===== src/rtl/uis_pkg.sv =====
// Constants, types and offsets for the unique id and parameter reader
// Assumes a 100 MHz core clock and a slower serial host
package uis_pkg;

    // ==============================
    // Serial commands
    localparam logic [7:0] OPC_UID  = 8'h4B;
    localparam logic [7:0] OPC_SFDP = 8'h5A;

    // ==============================
    // Phase lengths as last bit index, rises before data, rise counter limit
    localparam logic [5:0] OPC_LAST        = 6'h07;
    localparam logic [5:0] ADDR_LAST       = 6'h17;
    localparam logic [5:0] UID_DUMMY_LAST  = 6'h1F;
    localparam logic [5:0] SFDP_DUMMY_LAST = 6'h07;
    localparam logic [7:0] PRE_DATA_RISES  = 8'h28;
    localparam logic [7:0] RISE_SAT        = 8'hFF;

    // ==============================
    // Parameter space
    localparam int         SFDP_AW   = 8;
    localparam logic [7:0] FILL_BYTE = 8'hFF;
    localparam logic [7:0] ADDR_TOP  = 8'hFF;

    // ==============================
    // Register port
    localparam int         REG_AW     = 8;
    localparam logic [7:0] REG_CTRL   = 8'h00;
    localparam logic [7:0] REG_STATUS = 8'h04;
    localparam logic [7:0] REG_UID_LO = 8'h08;
    localparam logic [7:0] REG_UID_HI = 8'h0C;

    // ==============================
    // Field positions and reset values
    localparam int          CTRL_UID_EN  = 0;
    localparam int          CTRL_SFDP_EN = 1;
    localparam int          STAT_REJECT  = 16;
    localparam logic [1:0]  CTRL_RESET   = 2'h3;
    localparam logic [31:0] RDATA_RESET  = 32'h0000_0000;

    // ==============================
    // Command state, one-hot
    typedef enum logic [4:0] {
        UIS_ST_CMD   = 5'b00001,
        UIS_ST_ADDR  = 5'b00010,
        UIS_ST_DUMMY = 5'b00100,
        UIS_ST_DATA  = 5'b01000,
        UIS_ST_SKIP  = 5'b10000
    } uis_state_e;

endpackage : uis_pkg


===== src/rtl/uis_rom_if.sv =====
// Lookup path between the command logic and the parameter table
// Assumes both ends sit on the same clock
`timescale 1ns/1ps
`default_nettype none

interface uis_rom_if;
    logic [7:0] addr;
    logic [7:0] data;

    modport host (output addr, input data);
    modport rom  (input addr, output data);
endinterface : uis_rom_if

`default_nettype wire


===== src/rtl/uis_top.sv =====
// Unique id and parameter read command handling of a serial flash
// Assumes serial pins are asynchronous to clk and at least 8x slower
//
// What this block does
// [RULE1] Opcode 4Bh then 32 ignored dummy clocks
// [RULE2] Then 64-bit fixed id, one bit per fall
// [RULE3] Opcode 5Ah, 3 address bytes, dummy, rising edges
// [RULE4] Then table byte at address on falls
// [RULE5] Address steps by one after each byte
// [RULE6] Address wraps to zero past the top
// [RULE7] Select high ends read anytime, output released
// [RULE8] Parameter read refused while write cycle busy
// [RULE9] Bytes 00h-03h hold signature 53 46 44 50
// [RULE10] Revision minor 00h at 04h, major 01h at 05h
// [RULE11] 06h gives 00h header count, 07h FFh
// [RULE12] Header: maker code, revisions, length 09h
// [RULE13] Table pointer 000030h LSB first, then FFh
// [RULE14] Byte 30h: erase, write granularity, ones
// [RULE15] Byte 31h returns 4 KB erase opcode 20h
// [RULE16] Byte 32h read mode flags, 33h FFh
// [RULE17] Bytes 38h-39h: 1-4-4 waits, mode, EBh
// [RULE18] Bytes 3Ah-3Bh report 1-1-4 unsupported
// [RULE19] Bytes 3Ch-3Dh: 1-1-2 waits, opcode 3Bh
// [RULE20] Bytes 3Eh-3Fh: 1-2-2 waits, opcode BBh
// [RULE21] 4-4-4 flagged, waits, mode, opcode EBh
// [RULE22] 2-2-2 absent, reserved bytes read FFh
// [RULE23] Output undriven except during data phase
// [RULE24] Undefined table addresses read FFh
`timescale 1ns/1ps
`default_nettype none

module uis_top
    #(parameter logic [63:0] UNIQUE_ID = 64'h0123_4567_89AB_CDEF, // Value is arbitrary
      parameter logic [7:0]  MFR_CODE  = 8'hA5)                   // Value is arbitrary
(
    // Clock and reset
    input  wire logic                      clk,
    input  wire logic                      reset_n,
    // Register port
    input  wire logic [uis_pkg::REG_AW-1:0] regAddr,
    input  wire logic [31:0]               regWdata,
    input  wire logic                      regWr,
    input  wire logic                      regRd,
    output logic      [31:0]               regRdata,
    // Flash core status
    input  wire logic                      writeBusy,
    // Serial pins
    input  wire logic                      spiSelN,
    input  wire logic                      spiClk,
    input  wire logic                      spiDin,
    output logic                           spiDout,
    output logic                           spiDoutOeN
);
    import uis_pkg::*;

    // ==============================
    // Pin synchronisers
    logic [2:0] pinIn;
    logic [2:0] syncA_r;
    logic [2:0] syncB_r;
    logic       clkD_r;

    assign pinIn = {spiSelN, spiClk, spiDin};

    generate
        for (genvar i = 0; i < 3; i++)
        begin : g_sync
            always_ff @(posedge clk or negedge reset_n)
            begin
                if (!reset_n)
                begin
                    syncA_r[i] <= 1'b1;
                    syncB_r[i] <= 1'b1;
                end
                else
                begin
                    syncA_r[i] <= pinIn[i];
                    syncB_r[i] <= syncA_r[i];
                end
            end
        end
    endgenerate

    always_ff @(posedge clk or negedge reset_n)
    begin
        if (!reset_n)
            clkD_r <= 1'b1;
        else
            clkD_r <= syncB_r[1];
    end

    // ==============================
    // Edge and phase decode
    uis_state_e        state_r;
    uis_state_e        state_nxt;
    logic [5:0]        bitCnt_r;
    logic [5:0]        bitCnt_nxt;
    logic [7:0]        opc_r;
    logic              isUid_r;
    logic [SFDP_AW-1:0] addr_r;
    logic [63:0]       dataSr_r;
    logic              dout_r;
    logic              oeN_r;
    logic [1:0]        ctrl_r;
    logic              reject_r;
    logic [31:0]       rdata_r;

    wire        selHigh   = syncB_r[2];
    wire        sckLvl    = syncB_r[1];
    wire        din       = syncB_r[0];
    wire        sckRise   = sckLvl & ~clkD_r;
    wire        sckFall   = ~sckLvl & clkD_r;
    wire        inCmd     = (state_r == UIS_ST_CMD);
    wire        inAddr    = (state_r == UIS_ST_ADDR);
    wire        inDummy   = (state_r == UIS_ST_DUMMY);
    wire        inData    = (state_r == UIS_ST_DATA);
    wire        inHeader  = inCmd | inAddr | inDummy;
    wire [7:0]  opcNow    = {opc_r[6:0], din};
    wire        cmdDone   = inCmd & sckRise & (bitCnt_r == OPC_LAST);
    wire        addrDone  = inAddr & sckRise & (bitCnt_r == ADDR_LAST);
    wire [5:0]  dummyLast = isUid_r ? UID_DUMMY_LAST : SFDP_DUMMY_LAST;
    wire        dummyDone = inDummy & sckRise & (bitCnt_r == dummyLast);
    wire        phaseEnd  = cmdDone | addrDone | dummyDone;
    wire        byteEnd   = inData & sckFall & (bitCnt_r[2:0] == 3'h7);
    wire        isUidOpc  = (opcNow == OPC_UID);
    wire        isSfdpOpc = (opcNow == OPC_SFDP);
    wire        takeUid   = isUidOpc & ctrl_r[CTRL_UID_EN];
    wire        takeSfdp  = isSfdpOpc & ctrl_r[CTRL_SFDP_EN] & ~writeBusy; // [RULE8]
    wire        rejectNow = cmdDone & isSfdpOpc & writeBusy; // [RULE8]

    // ==============================
    // Command sequencer
    always_comb
    begin
        state_nxt = state_r;
        case (state_r)
            UIS_ST_CMD:
            begin
                if (cmdDone)
                    state_nxt = takeUid ? UIS_ST_DUMMY : // [RULE1]
                                takeSfdp ? UIS_ST_ADDR : UIS_ST_SKIP; // [RULE3] [RULE8]
            end
            UIS_ST_ADDR:
            begin
                if (addrDone)
                    state_nxt = UIS_ST_DUMMY; // [RULE3]
            end
            UIS_ST_DUMMY:
            begin
                if (dummyDone)
                    state_nxt = UIS_ST_DATA; // [RULE1] [RULE3]
            end
            UIS_ST_DATA:
                state_nxt = UIS_ST_DATA;
            UIS_ST_SKIP:
                state_nxt = UIS_ST_SKIP;
            default:
                state_nxt = UIS_ST_CMD;
        endcase
        if (selHigh)
            state_nxt = UIS_ST_CMD; // [RULE7]
    end

    assign bitCnt_nxt = selHigh              ? 6'h00 :
                        phaseEnd             ? 6'h00 :
                        (inData & sckFall)   ? bitCnt_r + 6'h01 :
                        (inHeader & sckRise) ? bitCnt_r + 6'h01 :
                        bitCnt_r;

    always_ff @(posedge clk or negedge reset_n)
    begin
        if (!reset_n)
        begin
            state_r  <= UIS_ST_CMD;
            bitCnt_r <= 6'h00;
        end
        else
        begin
            state_r  <= state_nxt;
            bitCnt_r <= bitCnt_nxt;
        end
    end

    always_ff @(posedge clk or negedge reset_n)
    begin
        if (!reset_n)
        begin
            opc_r   <= 8'h00;
            isUid_r <= 1'b0;
        end
        else if (inCmd & sckRise & ~selHigh)
        begin
            opc_r   <= opcNow;
            isUid_r <= isUidOpc;
        end
    end

    // ==============================
    // Address counter and table lookup
    uis_rom_if romIf ();

    assign romIf.addr = inData ? addr_r + 8'h01 : addr_r;

    uis_rom #(.MFR_CODE(MFR_CODE)) u_rom (
        .romIf (romIf)
    );

    always_ff @(posedge clk or negedge reset_n)
    begin
        if (!reset_n)
            addr_r <= 8'h00;
        else if (inAddr & sckRise & ~selHigh)
            addr_r <= {addr_r[6:0], din}; // [RULE3]
        else if (byteEnd & ~isUid_r & ~selHigh)
            addr_r <= addr_r + 8'h01; // [RULE5] [RULE6]
    end

    // ==============================
    // Output shifter
    wire [63:0] sfdpLoad = {romIf.data, 56'h0};

    always_ff @(posedge clk or negedge reset_n)
    begin
        if (!reset_n)
            dataSr_r <= 64'h0;
        else if (dummyDone & ~selHigh)
            dataSr_r <= isUid_r ? UNIQUE_ID : sfdpLoad; // [RULE2] [RULE4]
        else if (byteEnd & ~isUid_r & ~selHigh)
            dataSr_r <= sfdpLoad; // [RULE5]
        else if (inData & sckFall & ~selHigh)
            dataSr_r <= {dataSr_r[62:0], dataSr_r[63]}; // [RULE2]
    end

    always_ff @(posedge clk or negedge reset_n)
    begin
        if (!reset_n)
        begin
            dout_r <= 1'b0;
            oeN_r  <= 1'b1;
        end
        else if (selHigh)
            oeN_r  <= 1'b1; // [RULE7] [RULE23]
        else if (inData & sckFall)
        begin
            dout_r <= dataSr_r[63]; // [RULE2] [RULE4]
            oeN_r  <= 1'b0; // [RULE23]
        end
    end

    assign spiDout    = dout_r;
    assign spiDoutOeN = oeN_r;

    // ==============================
    // Register port
    wire        ctrlWr   = regWr & (regAddr == REG_CTRL);
    wire        rejClr   = regWr & (regAddr == REG_STATUS) & regWdata[STAT_REJECT];
    wire [31:0] statWord = {15'h0, reject_r, addr_r, 2'h0, ~selHigh, state_r};
    wire [31:0] rdMux    = (regAddr == REG_CTRL)   ? {30'h0, ctrl_r} :
                           (regAddr == REG_STATUS) ? statWord :
                           (regAddr == REG_UID_LO) ? UNIQUE_ID[31:0] :
                           (regAddr == REG_UID_HI) ? UNIQUE_ID[63:32] :
                           32'h0;

    always_ff @(posedge clk or negedge reset_n)
    begin
        if (!reset_n)
        begin
            ctrl_r   <= CTRL_RESET;
            reject_r <= 1'b0;
            rdata_r  <= RDATA_RESET;
        end
        else
        begin
            if (ctrlWr)
                ctrl_r <= regWdata[1:0];
            reject_r <= rejectNow | (reject_r & ~rejClr); // [RULE8]
            rdata_r  <= regRd ? rdMux : RDATA_RESET;
        end
    end

    assign regRdata = rdata_r;

    // ==============================
    // Checks
    logic [7:0] riseCnt_r;

    always_ff @(posedge clk or negedge reset_n)
    begin
        if (!reset_n)
            riseCnt_r <= 8'h00;
        else if (selHigh)
            riseCnt_r <= 8'h00;
        else if (sckRise & (riseCnt_r != RISE_SAT))
            riseCnt_r <= riseCnt_r + 8'h01;
    end

    a_uid_dummy_len: assert property (@(posedge clk) disable iff (!reset_n) // [RULE1]
        (state_nxt == UIS_ST_DATA) && inDummy && isUid_r |-> riseCnt_r == PRE_DATA_RISES - 8'h01)
        else $error("unique id data began after wrong dummy count");

    a_sfdp_head_len: assert property (@(posedge clk) disable iff (!reset_n) // [RULE3]
        (state_nxt == UIS_ST_DATA) && inDummy && !isUid_r |-> riseCnt_r == PRE_DATA_RISES - 8'h01)
        else $error("parameter data began after wrong header length");

    a_data_msb_out: assert property (@(posedge clk) disable iff (!reset_n) // [RULE4]
        inData && sckFall && !selHigh |=> spiDout == $past(dataSr_r[63]) && !spiDoutOeN)
        else $error("data bit not driven on falling edge");

    a_uid_id_order: assert property (@(posedge clk) disable iff (!reset_n) // [RULE2]
        dummyDone && isUid_r && !selHigh |=> dataSr_r == UNIQUE_ID)
        else $error("unique id not loaded for output");

    a_byte_addr_step: assert property (@(posedge clk) disable iff (!reset_n) // [RULE5]
        byteEnd && !isUid_r && !selHigh |=> addr_r == $past(addr_r) + 8'h01)
        else $error("address did not step after byte");

    a_addr_wrap_zero: assert property (@(posedge clk) disable iff (!reset_n) // [RULE6]
        byteEnd && !isUid_r && !selHigh && addr_r == ADDR_TOP |=> addr_r == 8'h00)
        else $error("address did not wrap to zero");

    a_sel_ends_read: assert property (@(posedge clk) disable iff (!reset_n) // [RULE7]
        selHigh |=> spiDoutOeN && state_r == UIS_ST_CMD)
        else $error("select high did not end the command");

    a_busy_refuse: assert property (@(posedge clk) disable iff (!reset_n) // [RULE8]
        cmdDone && isSfdpOpc && writeBusy && !selHigh |=> state_r == UIS_ST_SKIP ##1 reject_r)
        else $error("parameter read accepted while busy");

    a_oe_data_only: assert property (@(posedge clk) disable iff (!reset_n) // [RULE23]
        !spiDoutOeN |-> inData && !$past(selHigh))
        else $error("output driven outside data phase");

    a_sig_first: assert property (@(posedge clk) disable iff (!reset_n) // [RULE9]
        dummyDone && !isUid_r && addr_r == 8'h00 && !selHigh |=> dataSr_r[63:56] == 8'h53)
        else $error("signature byte wrong at address zero");

    c_uid_data: cover property (@(posedge clk) disable iff (!reset_n)
        inData && isUid_r && bitCnt_r == 6'h3F && sckFall);
    c_sfdp_wrap: cover property (@(posedge clk) disable iff (!reset_n)
        byteEnd && !isUid_r && addr_r == ADDR_TOP);
    c_busy_reject: cover property (@(posedge clk) disable iff (!reset_n)
        rejectNow);
    c_mid_byte_end: cover property (@(posedge clk) disable iff (!reset_n)
        inData && selHigh && bitCnt_r[2:0] != 3'h0);

endmodule : uis_top

`default_nettype wire


===== src/rtl/uis_rom.sv =====
// Fixed parameter table, one byte per address
// Assumes the reader holds the address steady while it loads
`timescale 1ns/1ps
`default_nettype none

module uis_rom
    #(parameter logic [7:0] MFR_CODE = 8'hA5) // Value is arbitrary
(
    // Lookup port
    uis_rom_if.rom romIf
);
    import uis_pkg::*;

    // ==============================
    // Table content
    function automatic logic [7:0] tableByte(input logic [7:0] a);
        logic [7:0] b;
        b = FILL_BYTE; // [RULE24]
        case (a)
            8'h00: b = 8'h53; // [RULE9]
            8'h01: b = 8'h46; // [RULE9]
            8'h02: b = 8'h44; // [RULE9]
            8'h03: b = 8'h50; // [RULE9]
            8'h04: b = 8'h00; // [RULE10]
            8'h05: b = 8'h01; // [RULE10]
            8'h06: b = 8'h00; // [RULE11]
            8'h07: b = 8'hFF; // [RULE11]
            8'h08: b = MFR_CODE; // [RULE12]
            8'h09: b = 8'h00; // [RULE12]
            8'h0A: b = 8'h01; // [RULE12]
            8'h0B: b = 8'h09; // [RULE12]
            8'h0C: b = 8'h30; // [RULE13]
            8'h0D: b = 8'h00; // [RULE13]
            8'h0E: b = 8'h00; // [RULE13]
            8'h0F: b = 8'hFF; // [RULE13]
            8'h30: b = 8'hE5; // [RULE14]
            8'h31: b = 8'h20; // [RULE15]
            8'h32: b = 8'hB1; // [RULE16]
            8'h33: b = 8'hFF; // [RULE16]
            8'h34: b = 8'hFF;
            8'h35: b = 8'hFF;
            8'h36: b = 8'hFF;
            8'h37: b = 8'h03;
            8'h38: b = 8'h46; // [RULE17]
            8'h39: b = 8'hEB; // [RULE17]
            8'h3A: b = 8'h00; // [RULE18]
            8'h3B: b = 8'hFF; // [RULE18]
            8'h3C: b = 8'h08; // [RULE19]
            8'h3D: b = 8'h3B; // [RULE19]
            8'h3E: b = 8'h04; // [RULE20]
            8'h3F: b = 8'hBB; // [RULE20]
            8'h40: b = 8'hEF; // [RULE21] [RULE22]
            8'h46: b = 8'h00; // [RULE22]
            8'h47: b = 8'hFF; // [RULE22]
            8'h4A: b = 8'h46; // [RULE21]
            8'h4B: b = 8'hEB; // [RULE21]
            8'h4C: b = 8'h0C;
            8'h4D: b = 8'h20;
            8'h4E: b = 8'h0F;
            8'h4F: b = 8'h52;
            8'h50: b = 8'h10;
            8'h51: b = 8'hD8;
            8'h52: b = 8'h00;
            default: b = FILL_BYTE; // [RULE22] [RULE24]
        endcase
        return b;
    endfunction : tableByte

    assign romIf.data = tableByte(romIf.addr);

endmodule : uis_rom

`default_nettype wire


===== config.mk =====
export PLATFORM = sky130hd
export DESIGN_NAME = uis_top
export DESIGN_NICKNAME = d
export VERILOG_FILES = /design/src/rtl/uis_pkg.sv /design/src/rtl/uis_rom_if.sv /design/src/rtl/uis_top.sv /design/src/rtl/uis_rom.sv
export SDC_FILE = /design/constraint.sdc
export NUM_CORES = 1
export LEC_CHECK = 0
export BUFFER_PORTS_ARGS = -buffer_cell sky130_fd_sc_hd__buf_2
export CELL_PAD_IN_SITES_DETAIL_PLACEMENT = 0
export CELL_PAD_IN_SITES_GLOBAL_PLACEMENT = 1
export CORE_MARGIN = 1.5
export CORE_UTILIZATION = 41
export DETAILED_ROUTE_END_ITERATION = 10
export PLACE_DENSITY = 0.87
export SETUP_SLACK_MARGIN = 0.02
export SYNTH_ARGS = -nofsm -noshare
export SYNTH_HDL_FRONTEND = slang
export SYNTH_SLANG_ARGS = --single-unit

===== constraint.sdc =====
create_clock -name clk -period 3.2 [get_ports clk]
set_clock_uncertainty 0.1 [all_clocks]
set_input_delay 0.32 -clock clk [delete_from_list [all_inputs] [get_ports clk]]
set_output_delay 0.32 -clock clk [all_outputs]
set_load 0.05 [all_outputs]

Word-level counts from Yosys, hierarchy flattened
Memory sizes are Yosys's and may differ from the RTL's.
Index checks and enable logic that the tools add are counted.
Widths: inputs -> output; s select.
{ "word_totals": {"in_bits": 48, "register_bits": 135, "rom_bits": 1024, "out_inout_bits": 34, "elab_cells": 109, "memories": 1} }
{ "memory_table": {"columns": ["name", "words", "width", "rd", "rd_clocked_by_memory_dff", "wr", "line", "source"], "rows": [
  ["(no name shown)", 128, 8, 1, 0, 0, "uis_rom.sv:19", "case (a)"]
]} }
{ "classes": {"eq_ne": 17, "bitwise": 37, "n_mux": 27, "reduce_logical": 7, "addsub": 2} }
{ "ops": {"columns": ["op", "n"], "rows": [
  ["$mux 64", 4],
  ["$mux 32", 4],
  ["$mux 5", 7],
  ["$mux 8", 4],
  ["$and 1x1->1", 26],
  ["$mux 25", 1],
  ["$pmux 5 s5", 1],
  ["$mux 6", 4],
  ["$eq 8x4->1 const B", 2],
  ["$eq 8x7->1 const B", 2],
  ["$ne 3x2->1 const B", 3],
  ["$add 8x1->8 const B", 1],
  ["$eq 8x3->1 const B", 1],
  ["$logic_not 8->1", 1],
  ["$add 6x1->6 const B", 1],
  ["$eq 6x3->1 const B", 1],
  ["$eq 6x5->1", 1],
  ["$eq 6x5->1 const B", 1],
  ["$not 1->1", 6],
  ["$eq 5x1->1 const B", 1],
  ["$eq 5x2->1 const B", 1],
  ["$eq 5x3->1 const B", 1],
  ["$eq 5x4->1 const B", 1],
  ["$eq 5x5->1 const B", 1],
  ["8 further kinds", 14]
]} }

Logic depth before layout (Yosys ltp)
Gate-level depths: netlist of run 1.
{ "logic_depth": {"ltp_word": 8, "mapped_depth": 13, "ltp_nobuf": 11} }

By module
A second synthesis of run 1 with hierarchy kept.
{ "hier_totals": {"cells_unflattened": 653, "area_unflattened_um2": 6334.8} }
{ "by_module_without_submodules": {"columns": ["module", "seq_area_each_um2", "area_each_um2", "cells_per_inst", "n_inst"], "rows": [
  ["uis_top", 3016.6, 5587.9, 537, 1],
  ["uis_rom", 0.0, 747.0, 116, 1]
]} }

Worst setup path after synthesis of run 1
Ideal clock, no wire load.
{ "synth_timing": {"kind": "register to register", "start": "register state_r[2]", "end": "register dataSr_r[59]", "t_required_ns": 3.018, "path_buffers": 2, "stages_incl_launch_ff": 14, "setup_time_ns": 0.082, "synth_period_minus_slack_ns": 3.034, "arrival_ns": 2.852, "setup_slack_ns": 0.166, "cell_sequence": "dfrtp_1 buf_6 nor4_1 clkbuf_1 a21boi_0 nor2_1 inv_1 ha_1 nand4b_1 o2111ai_1 a21oi_1 o21ai_1 a221o_1 a31oi_1"} }
{ "synth_via": {"elab_chain_len": 7, "elab_cells_between_ends": 17, "cone_classes": "eq/ne: 2; mux: 5; bitwise: 8; reduce/logical: 1; memory: 1"} }
{ "synth_lines": {"columns": ["item", "line", "source"], "rows": [
  ["start: declaration", "uis_top.sv:94", "uis_state_e state_r;"],
  ["start signal: assignment", "uis_top.sv:179", "state_r <= state_nxt;"],
  ["parallel branches: the longest is 7 deep, another holds $mem_v2 128x8", null, null],
  ["end signal: assignment", "uis_top.sv:227", "dataSr_r <= isUid_r ? UNIQUE_ID : sfdpLoad;"],
  ["end signal: assignment", "uis_top.sv:229", "dataSr_r <= sfdpLoad;"],
  ["end signal: assignment", "uis_top.sv:231", "dataSr_r <= {dataSr_r[62:0], dataSr_r[63]};"],
  ["end: declaration", "uis_top.sv:101", "logic [63:0] dataSr_r;"]
]} }
Several ways; the timed one is not identified.
A chain may end at the register's enable or synchronous reset.

Worst setup path in the final report of run 1
{ "layout_timing": {"start": "register state_r[1]", "end": "register dataSr_r[58]"} }
Same word-level chain as after synthesis.

==> metrics.yaml, run 1 <==
clock.fmax_mhz: 332
port_buffers: 44
via_per_inst: 5.78
cp_max_fo: 26
status: "completed"
worstHoldStart: "regWdata[0]"
cts_max_level: 4
area_growth_pct: 17.0
grt_pass1_vias: 5053
track_usage_pct: 19.3
core_area_sq_um: 15200
ys_types: 75
cp-start-kind: "flip-flop"
drv_slew: 0
die_w_microns: 128
drive_gt1_share_pct: 21.0
cts_buffer_depth: 2
grt_pass1_wl_microns: 25100
insertion_delay_ns: 0.42
fin_crit_sh_pct: 94.2
end_kind: "flip-flop"
drc: 0
required_ns: 3.44
nets: 765
synth-edff-count: 0
worstSetupPathType: "flip-flop to flip-flop"
gp_congestion: 0.875
arrival_ns: 3.25
ys.flop_type: "dfrtp_1"
dieArea_sq_um: 16300
clk_root_buffer_cell: "clkbuf_16"
cp_slowest_cell: "or4_4"
rows: 45
p_per_area_nw_per_um2: 491
timing.final.crit_period_ns: 3.01
io_pins: 82
grt_max_degree: 66
reg2reg_to: "dataSr_r[58]$_DFFE_PN0P_"
crit_path_frequent_cell: "a21oi_1"
worstRegToRegCells: 7
worstHoldPathType: "input pin to flip-flop"
drt_wl_total_microns: 15100
die_h_microns: 128
drtPass1Iterations: 6
tightest_slew_ns: 0.801
overflow: 0
hold_end: "ctrl_r[0]$_DFFE_PN1P_"
antenna_found_initial: 0
num-fill-cells: 1387
ys.warnings.count: 0
crit_family: "simple AND/OR/NAND/NOR gates"
whs_ns: 0.0328
worst-path-buf-inv: 0
hold_path_depth: 2
post-route-util_pct: 49.1
cts.clk_slew.worst_paths_ns: 0.06
num_vias: 5243
reg2reg_from: "state_r[1]$_DFFE_PN0P_"
hold_viol: 0
p_leak_nw: 3.37
cp_slowest_stage_delay_ns: 0.66
netlist_area_sq_um: 6380
ff2ff_setup_slack_ns: 0.19
cp_cell_sequence: "or4_4 -> or4_1 -> nor3b_4 -> nor2_4 -> a211oi_1 -> a21oi_1 -> a21oi_1"
syn_area_per_cell_sq_um: 9.60
initial_core_util_pct: 42.0
wire_per_inst_microns: 16.6
hpwl_microns: 10200
worst_slack_ns: 0.185
diodes: 0
async_reset_ff_share_pct: 100
drt-initial-drc-count: 524
drv_cap: 0
cts_sinks: 120
rsz0062_at_grt: "no"
postRouteAntennaNets: 0
syn-instance-count: 665
ir_worst_vdd_v: 0.000381
fin_setup_tns_ns: 0
cts_tree: "done"
cts-buffers-inserted: 17
ys_ff_latch: 120
seq_area_frac_synth_pct: 47.3
dpl_worst_slack_ns: 0.210
maxSlewHeadroom_pct: 46.6
setup_viol: 0
-- metrics by stage --
stage / instances / power, mW / cell area, sq um
final: 907 / 3.67 / 7470
after global routing: 907 / 3.80 / 7470
after CTS: 905 / 3.71 / 7440
after detailed placement: 869 / 1.79 / 6800
after global placement: 869 / 1.78 / 6800
after floorplan: 672 / 1.73 / 6410
-- synth_stat cells, drive strengths merged, types with 3 or more instances --
library cell / number / share of area, %
a211oi: 8 / 0.94
a21boi: 6 / 0.71
a21oi: 54 / 4.2
a221o: 9 / 1.4
a22o: 27 / 3.7
a22oi: 4 / 0.47
a311oi: 3 / 0.41
a31oi: 8 / 0.78
and2: 7 / 0.76
and3: 11 / 1.1
and4: 3 / 0.41
buf: 34 / 3.6
clkbuf: 31 / 1.8
dfrtp: 109 / 43
dfstp: 11 / 4.5
ha: 11 / 2.2
inv: 14 / 0.82
mux2: 13 / 2.3
mux2i: 4 / 0.63
nand2: 67 / 4.0
nand2b: 4 / 0.39
nand3: 21 / 1.6
nand3b: 5 / 0.59
nand4: 7 / 0.69
nor2: 38 / 2.4
nor2b: 3 / 0.29
nor3: 14 / 1.1
nor3b: 3 / 0.53
nor4: 4 / 0.49
o211ai: 6 / 0.71
o21a: 4 / 0.47
o21ai: 56 / 4.6
o221ai: 4 / 0.55
o22ai: 5 / 0.49
o311ai: 4 / 0.55
o31ai: 7 / 0.82
or3: 8 / 0.86
xnor2: 8 / 1.1
xor2: 3 / 0.41
-- report_power, final --
group | internal [mW] | switching (mW) | leakage (nW)
Sequential | 1.57 | 0.0356 | 1.63
Combinational | 0.0636 | 0.0915 | 1.46
Clock | 1.16 | 0.746 | 0.287
Total | 2.80 | 0.873 | 3.37
-- area by class of cell --
| type | instances | area [sq um] | share of cell area, % |
|---|---|---|---|
| clock inverters | 15 | 166 | 2.23 |
| clock buffers | 17 | 425 | 5.70 |
| repair buffers | 80 | 553 | 7.40 |
| multi-input cells | 473 | 3020 | 40.4 |
| inverters | 14 | 52.6 | 0.704 |
| well taps | 188 | 235 | 3.15 |
| flip-flops and latches | 120 | 3020 | 40.4 |
-- placed cells by master (no fill, tap or decap), drive strengths merged, types with 8 or more instances in the layout --
| cell | count |
|---|---|
| buf | 76 |
| or3 | 8 |
| nor2 | 38 |
| nand3 | 21 |
| inv | 20 |
| nand2 | 67 |
| ha | 11 |
| xnor2 | 8 |
| mux2 | 13 |
| a31oi | 8 |
| a211oi | 8 |
| a22o | 27 |
| dfstp | 11 |
| nor3 | 14 |
| clkbuf | 17 |
| and3 | 11 |
| a21oi | 54 |
| o21ai | 56 |
| dfrtp | 109 |
| conb | 8 |
| a221o | 9 |
-- registers in the layout, summed over array words and instances, names as in the netlist, 2 cells and up --
| register | flops |
|---|---|
| dataSr_r | 64 |
| regRdata | 17 |
| addr_r | 8 |
| opc_r | 7 |
| bitCnt_r | 6 |
| state_r | 5 |
| syncA_r | 3 |
| ctrl_r | 2 |
-- worst max path at each step --
stage               slack [ns]  cells past startpoint              startpoint                       end
CTS                       0.16                      7  state_r[1]$_DFFE_PN0P_  dataSr_r[58]$_DFFE_PN0P_
floorplan                 0.17                     13  state_r[2]$_DFFE_PN0P_  dataSr_r[59]$_DFFE_PN0P_
finish                    0.19                      7  state_r[1]$_DFFE_PN0P_  dataSr_r[58]$_DFFE_PN0P_
global route             0.009                     12  state_r[1]$_DFFE_PN0P_  dataSr_r[59]$_DFFE_PN0P_
detailed placement        0.21                      7  state_r[1]$_DFFE_PN0P_  dataSr_r[58]$_DFFE_PN0P_
global placement          0.20                     10  state_r[1]$_DFFE_PN0P_  dataSr_r[60]$_DFFE_PN0P_
-- per-layer routing --
layer	GRT usage, %	share of wire, %
met4	7.14	2.3
met3	4.47	4.2
met2	30.4	47
met5	0	0
met1	25.9	46
-- timing repair --
action | in CTS | in global routing
hold endpoints to repair | 67 | 0
hold buffers | 4 | 0
setup buffers | 0 | 2
setup endpoints to repair | 0 | 6
resized for setup | 0 | 4
-- logic make-up after synthesis --
logic type               count (synthesis)  share of synthesized area, %
AO/OA/AOI/OAI                          219                          22.8
AND/OR/NAND/NOR                        205                          16.5
flip-flops                             120                          47.3
buffers and inverters                   79                          6.27
multiplexers                            18                          3.27
adder cells (fa/ha/maj)                 12                          2.31
XOR/XNOR                                11                          1.51
other                                    1                        0.0588
Note: power is estimated with default switching activity, not from simulation.
==> inputs of run 2 (changes only) <==
--- a/config.mk
+++ b/config.mk
@@ -8,7 +8,7 @@
 export BUFFER_PORTS_ARGS = -buffer_cell sky130_fd_sc_hd__buf_2
 export CELL_PAD_IN_SITES_DETAIL_PLACEMENT = 0
 export CELL_PAD_IN_SITES_GLOBAL_PLACEMENT = 1
-export CORE_MARGIN = 1.5
+export CORE_MARGIN = 4
 export CORE_UTILIZATION = 41
 export DETAILED_ROUTE_END_ITERATION = 10
 export PLACE_DENSITY = 0.87
==> run 2 against run 1 <==
Effect of this change:
- core utilization down 0.11 points
- cell area fell by 0.22%
- sequential share of layout area rose by 0.088 points
- global-route usage fell by 1.4 points
- power up 1.6%
- combinational power is essentially flat
- critical endpoint is now dataSr_r[63]$_DFFE_PN0P_
- largest power group unchanged
- highest routed layer unchanged
==> metrics.yaml, run 2 (synthesized netlist as in run 1, its figures left out) <==
worstRegToRegCells: 7  # unchanged
cp_slowest_cell: "or4_4"  # unchanged
regMostFlops: "dataSr_r"  # unchanged
post-route-util_pct: 49.0  # was 49.1%
p_per_area_nw_per_um2: 500  # was 491 nW/um^2
drtPass1Iterations: 5  # was 6
final_common_cell: "dfrtp_1"  # unchanged
area_growth_pct: 16.8  # was 17.0%
track_usage_pct: 17.9  # was 19.3%
clk_root_buffer_cell: "clkbuf_16"  # unchanged
cts_max_level: 4  # unchanged
post_dp_cell_area_sq_um: 6790  # was 6800 sq um
tightest_slew_ns: 0.786  # was 0.801 ns
ir_worst_vdd_v: 0.000372  # was 0.000381 V
p_leak_nw: 3.37  # about the same
fin_crit_sh_pct: 91.6  # was 94.2%
die_h_microns: 133  # was 128 microns
drt-initial-drc-count: 391  # was 524
status: "completed"  # unchanged
hold_path_depth: 2  # unchanged
initial_core_util_pct: 42.0  # unchanged
gp_congestion: 0.911  # was 0.875
finalInstanceArea_sq_um: 7450  # was 7470 sq um
rsz0062_at_grt: "no"  # unchanged
reg2reg_to: "dataSr_r[63]$_DFFE_PN0P_"  # was dataSr_r[58]$_DFFE_PN0P_
io_pins: 82  # unchanged
drc: 0  # unchanged
via_per_inst: 5.77  # was 5.78
core_area_sq_um: 15200  # unchanged
num-fill-cells: 1388  # was 1387
worst-path-buf-inv: 0  # unchanged
total_power_mw: 3.73  # was 3.67 mW
insertion_delay_ns: 0.42  # about the same
maxSlewHeadroom_pct: 47.6  # was 46.6%
reg2reg_from: "state_r[1]$_DFFE_PN0P_"  # unchanged
required_ns: 3.39  # was 3.44 ns
cp-start-kind: "flip-flop"  # unchanged
hold_viol: 0  # unchanged
startpoint: "state_r[1]$_DFFE_PN0P_"  # unchanged
rows: 45  # unchanged
cp_max_fo: 12  # was 26
diodes: 0  # unchanged
grt_max_degree: 81  # was 66
worstSetupPathType: "flip-flop to flip-flop"  # unchanged
placed_cells: 869  # unchanged
setup_viol: 0  # unchanged
port_buffers: 44  # unchanged
cts_tree: "done"  # unchanged
drive_gt1_share_pct: 20.5  # was 21.0%
crit_path_frequent_cell: "nand2_1"  # was a21oi_1
postRouteAntennaNets: 0  # unchanged
nets: 763  # was 765
cp_cell_sequence: "or4_4 -> or3_1 -> nand2_1 -> maj3_1 -> nand2_1 -> a311oi_1 -> o21ai_0"  # was or4_4 -> or4_1 -> nor3b_4 -> nor2_4 -> a211oi_1 -> a21oi_1 -> a21oi_1
mostFrequentLayoutCells: "dfrtp_1 (109), nand2_1 (66), a21oi_1 (54), o21ai_0 (52), buf_2 (43)"  # unchanged
grt_pass1_vias: 4984  # was 5053
end_kind: "flip-flop"  # unchanged
fin_setup_tns_ns: 0  # unchanged
cts-buffers-inserted: 17  # unchanged
clock.fmax_mhz: 341  # was 332 MHz
hold_end: "ctrl_r[1]$_DFFE_PN1P_"  # was ctrl_r[0]$_DFFE_PN1P_
cts_buffer_depth: 2  # unchanged
cts_sinks: 120  # unchanged
cp_slowest_stage_delay_ns: 0.66  # about the same
hpwl_microns: 10700  # was 10200 microns
antenna_found_initial: 0  # unchanged
wire_per_inst_microns: 17.1  # was 16.6 microns
drt_wl_total_microns: 15400  # was 15100 microns
grt_pass1_wl_microns: 25700  # was 25100 microns
die_w_microns: 133  # was 128 microns
overflow: 0  # unchanged
drv_cap: 0  # unchanged
timing.final.crit_period_ns: 2.93  # was 3.01 ns
dieArea_sq_um: 17600  # was 16300 sq um
cts.clk_slew.worst_paths_ns: 0.06  # about the same
worstHoldPathType: "input pin to flip-flop"  # unchanged
crit_family: "simple AND/OR/NAND/NOR gates"  # unchanged
ff2ff_setup_slack_ns: 0.27  # was 0.19 ns
largest_register_ffs: 64  # unchanged
stdcell_count: 905  # was 907
arrival_ns: 3.12  # was 3.25 ns
drv_slew: 0  # unchanged
num_vias: 5222  # was 5243
worstHoldStart: "regWdata[1]"  # was regWdata[0]
## run 2: metrics by stage
step	hold slack [ns]	setup slack [ns]
2_1_floorplan	-0.0756	0.166
5_1_grt	0.0230	0.0340
4_1_cts	0.0234	0.151
3_5_place_dp	0.248	0.164
6_report	0.0376	0.267
3_3_place_gp	0.247	0.214
## run 2: per-layer routing
layer	global-route usage (%)	vias up	wire, microns
met5	0	-	0
met4	5.95	0	274
met3	4.03	30	672
met2	28.1	126	7470
met1	24.5	2566	7020
li1	-	2500	-
## run 2: how the worst max path moves through the flow
stage / end / slack, ns / depth (start not counted)
floorplan: dataSr_r[59]$_DFFE_PN0P_ / 0.17 / 13
global placement: dataSr_r[60]$_DFFE_PN0P_ / 0.21 / 11
detailed placement: dataSr_r[61]$_DFFE_PN0P_ / 0.16 / 11
CTS: dataSr_r[61]$_DFFE_PN0P_ / 0.15 / 11
global route: dataSr_r[59]$_DFFE_PN0P_ / 0.03 / 12
finish: dataSr_r[63]$_DFFE_PN0P_ / 0.27 / 7
## run 2: where the power goes
part / internal [mW] / total, mW / leakage (nW) / switching (mW)
registers: 1.57 / 1.61 / 1.63 / 0.0378
clock network: 1.25 / 1.96 / 0.295 / 0.712
logic: 0.0632 / 0.155 / 1.45 / 0.0922
## run 2: timing repair
action / CTS / global route
hold buffers: 4 / 0
gates resized for setup: 0 / 2
setup endpoints to repair: 0 / 4
hold endpoints to repair: 63 / 0
setup buffers: 0 / 0
## run 2: area by class of cell
type | instances | area, sq um | share of cell area [%]
Sequential cell | 120 | 3020 | 40.5
Inverter | 14 | 52.6 | 0.705
Clock buffer | 19 | 443 | 5.94
Clock inverter | 13 | 168 | 2.25
Timing Repair Buffer | 78 | 526 | 7.05
Multi-Input combinational cell | 473 | 3010 | 40.4
Tap cell | 188 | 235 | 3.16
## run 2: worst reg2reg max path, stage by stage, from the launching register on
cell      delay [ns]
dfrtp_1         0.44
or4_4           0.66
or3_1           0.52
nand2_1         0.27
maj3_1          0.21
nand2_1         0.09
a311oi_1        0.37
o21ai_0         0.15
==> inputs of run 3 (changes only) <==
--- a/config.mk
+++ b/config.mk
@@ -6,12 +6,14 @@
 export NUM_CORES = 1
 export LEC_CHECK = 0
 export BUFFER_PORTS_ARGS = -buffer_cell sky130_fd_sc_hd__buf_2
+export CAP_MARGIN = 20
 export CELL_PAD_IN_SITES_DETAIL_PLACEMENT = 0
 export CELL_PAD_IN_SITES_GLOBAL_PLACEMENT = 1
 export CORE_MARGIN = 4
-export CORE_UTILIZATION = 41
+export CORE_UTILIZATION = 42
+export CTS_BUF_LIST = sky130_fd_sc_hd__clkbuf_4 sky130_fd_sc_hd__clkbuf_8
 export DETAILED_ROUTE_END_ITERATION = 10
-export PLACE_DENSITY = 0.87
+export PLACE_DENSITY = 0.89
 export SETUP_SLACK_MARGIN = 0.02
 export SYNTH_ARGS = -nofsm -noshare
 export SYNTH_HDL_FRONTEND = slang
==> run 3 against run 2 <==
Effect of this change:
- via count is essentially flat
- wire length shrank 3.1%
- power shrank 15%
- combinational power is essentially flat
- clock power shrank 28%
- largest cell class is now multi-input combinational cells
- largest power group is now sequential cells
==> metrics.yaml, run 3 (synthesized netlist as in run 1, its figures left out) <==
drtPass1Iterations: 5  # unchanged
dieArea_sq_um: 17200  # was 17600 sq um
drive_gt1_share_pct: 21.2  # was 20.5%
end_kind: "flip-flop"  # unchanged
postCtsSetupRepairBufs: 0  # unchanged
regMostFlops: "dataSr_r"  # unchanged
worstHoldPathType: "input pin to flip-flop"  # unchanged
initial_core_util_pct: 43.4  # was 42.0%
post-route-util_pct: 49.3  # was 49.0%
cts_tree: "done"  # unchanged
cts_sinks: 120  # unchanged
required_ns: 3.43  # was 3.39 ns
drt_wl_total_microns: 15000  # was 15400 microns
status: "completed"  # unchanged
fin_crit_sh_pct: 93.2  # was 91.6%
worst-path-buf-inv: 0  # unchanged
wire_per_inst_microns: 16.6  # was 17.1 microns
track_usage_pct: 17.7  # was 17.9%
p_per_area_nw_per_um2: 438  # was 500 nW/um^2
drv_cap: 0  # unchanged
rows: 44  # was 45
diodes: 0  # unchanged
cts_buffer_depth: 2  # unchanged
cp-start-kind: "flip-flop"  # unchanged
final_common_cell: "dfrtp_1"  # unchanged
cp_cell_sequence: "or4_4 -> or3_1 -> nand2_1 -> mux4_2 -> nand2_1 -> a21oi_1 -> o21ai_0"  # was or4_4 -> or3_1 -> nand2_1 -> maj3_1 -> nand2_1 -> a311oi_1 -> o21ai_0
p_leak_nw: 3.27  # was 3.37 nW
gp_congestion: 0.901  # was 0.911
grt_pass1_vias: 5037  # was 4984
arrival_ns: 3.22  # was 3.12 ns
drc: 0  # unchanged
total_power_mw: 3.18  # was 3.73 mW
clock.fmax_mhz: 335  # was 341 MHz
cp_slowest_stage_delay_ns: 0.67  # was 0.66 ns
nets: 764  # was 763
port_buffers: 44  # unchanged
cts_max_level: 4  # unchanged
worstSetupPathType: "flip-flop to flip-flop"  # unchanged
antenna_found_initial: 0  # unchanged
crit_family: "simple AND/OR/NAND/NOR gates"  # unchanged
die_w_microns: 131  # was 133 microns
core_area_sq_um: 14700  # was 15200 sq um
hold_viol: 0  # unchanged
clk_root_buffer_cell: "clkbuf_8"  # was clkbuf_16
area_growth_pct: 13.6  # was 16.8%
grt_max_degree: 51  # was 81
largest_register_ffs: 64  # unchanged
drv_slew: 0  # unchanged
cts.clk_slew.worst_paths_ns: 0.07  # was 0.06 ns
insertion_delay_ns: 0.43  # was 0.42 ns
crit_path_frequent_cell: "nand2_1"  # unchanged
setup_viol: 0  # unchanged
cp_slowest_cell: "or4_4"  # unchanged
cp_max_fo: 12  # unchanged
drt-initial-drc-count: 467  # was 391
tightest_slew_ns: 1.10  # was 0.786 ns
ir_worst_vdd_v: 0.000301  # was 0.000372 V
hpwl_microns: 10500  # was 10700 microns
grt_pass1_wl_microns: 25600  # was 25700 microns
cts-buffers-inserted: 17  # unchanged
via_per_inst: 5.79  # was 5.77
io_pins: 82  # unchanged
die_h_microns: 131  # was 133 microns
num_vias: 5223  # was 5222
maxSlewHeadroom_pct: 26.9  # was 47.6%
postRouteAntennaNets: 0  # unchanged
mostFrequentLayoutCells: "dfrtp_1 (109), nand2_1 (66), a21oi_1 (54), o21ai_0 (52), buf_2 (43)"  # unchanged
overflow: 0  # unchanged
timing.final.crit_period_ns: 2.98  # was 2.93 ns
[run 3: what timing repair did]
| item | 4_1_cts | 5_1_grt |
|---|---|---|
| setup endpoints to repair | 0 | 8 |
| hold buffers | 4 | 0 |
| endpoints found under the hold margin | 50 | 0 |
| resized for setup | 0 | 6 |
[run 3: worst reg2reg max path: cells and delay by family, from the launching register on]
kind,cells,cell delay [ns]
flops,1,0.47
simple gates,4,1.53
mux,1,0.55
compound gates,2,0.27
[run 3: where the power goes]
group	leakage, nW	internal (mW)	switching, mW
Sequential	1.63	1.57	0.0375
Combinational	1.44	0.0630	0.0928
Clock	0.202	0.795	0.623
Total	3.27	2.43	0.753
[run 3: layout make-up]
cell class | count | area, sq um
tap | 184 | 230
timing repair buffer | 79 | 508
inverter | 14 | 52.6
clock buffer | 18 | 248
multi-input combinational | 473 | 3020
sequential | 120 | 3020
clock inverter | 14 | 174
fill | 1331 | 7450
[run 3: metal layers]
metal | up-vias | global-route usage [%] | part of all wire, %
li1 | 2501 | - | -
met1 | 2555 | 25.1 | 47
met2 | 152 | 27.6 | 48
met3 | 15 | 3.48 | 4.7
met4 | 0 | 5.37 | 0.92
met5 | - | 0 | 0
[run 3: through the flow]
step	std cells	hold WS, ns	setup TNS [ns]	instance area [sq um]	setup slack [ns]
floorplan	672	-0.0756	0	6410	0.166
global placement	866	0.246	0	6770	0.201
detailed placement	866	0.247	0	6770	0.111
CTS	902	0.00343	0	7230	0.108
global route	902	0.00863	-0.0847	7250	-0.0616
finish	902	0.0323	0	7250	0.217
[run 3: worst paths after layout]
check	from	to	slack, ns	cells past startpoint
max in group asynchronous	reset_n	ctrl_r[1]$_DFFE_PN1P_	1.74	3
min reg2reg	syncA_r[0]$_DFF_PN1_	din$_DFF_PN1_	0.26	0
min in group asynchronous	reset_n	regRdata[10]$_DFF_PN0_	0.37	2
min	regWdata[1]	ctrl_r[1]$_DFFE_PN1P_	0.03	2
max reg2reg	state_r[1]$_DFFE_PN0P_	dataSr_r[60]$_DFFE_PN0P_	0.22	7
max	state_r[1]$_DFFE_PN0P_	dataSr_r[60]$_DFFE_PN0P_	0.22	7
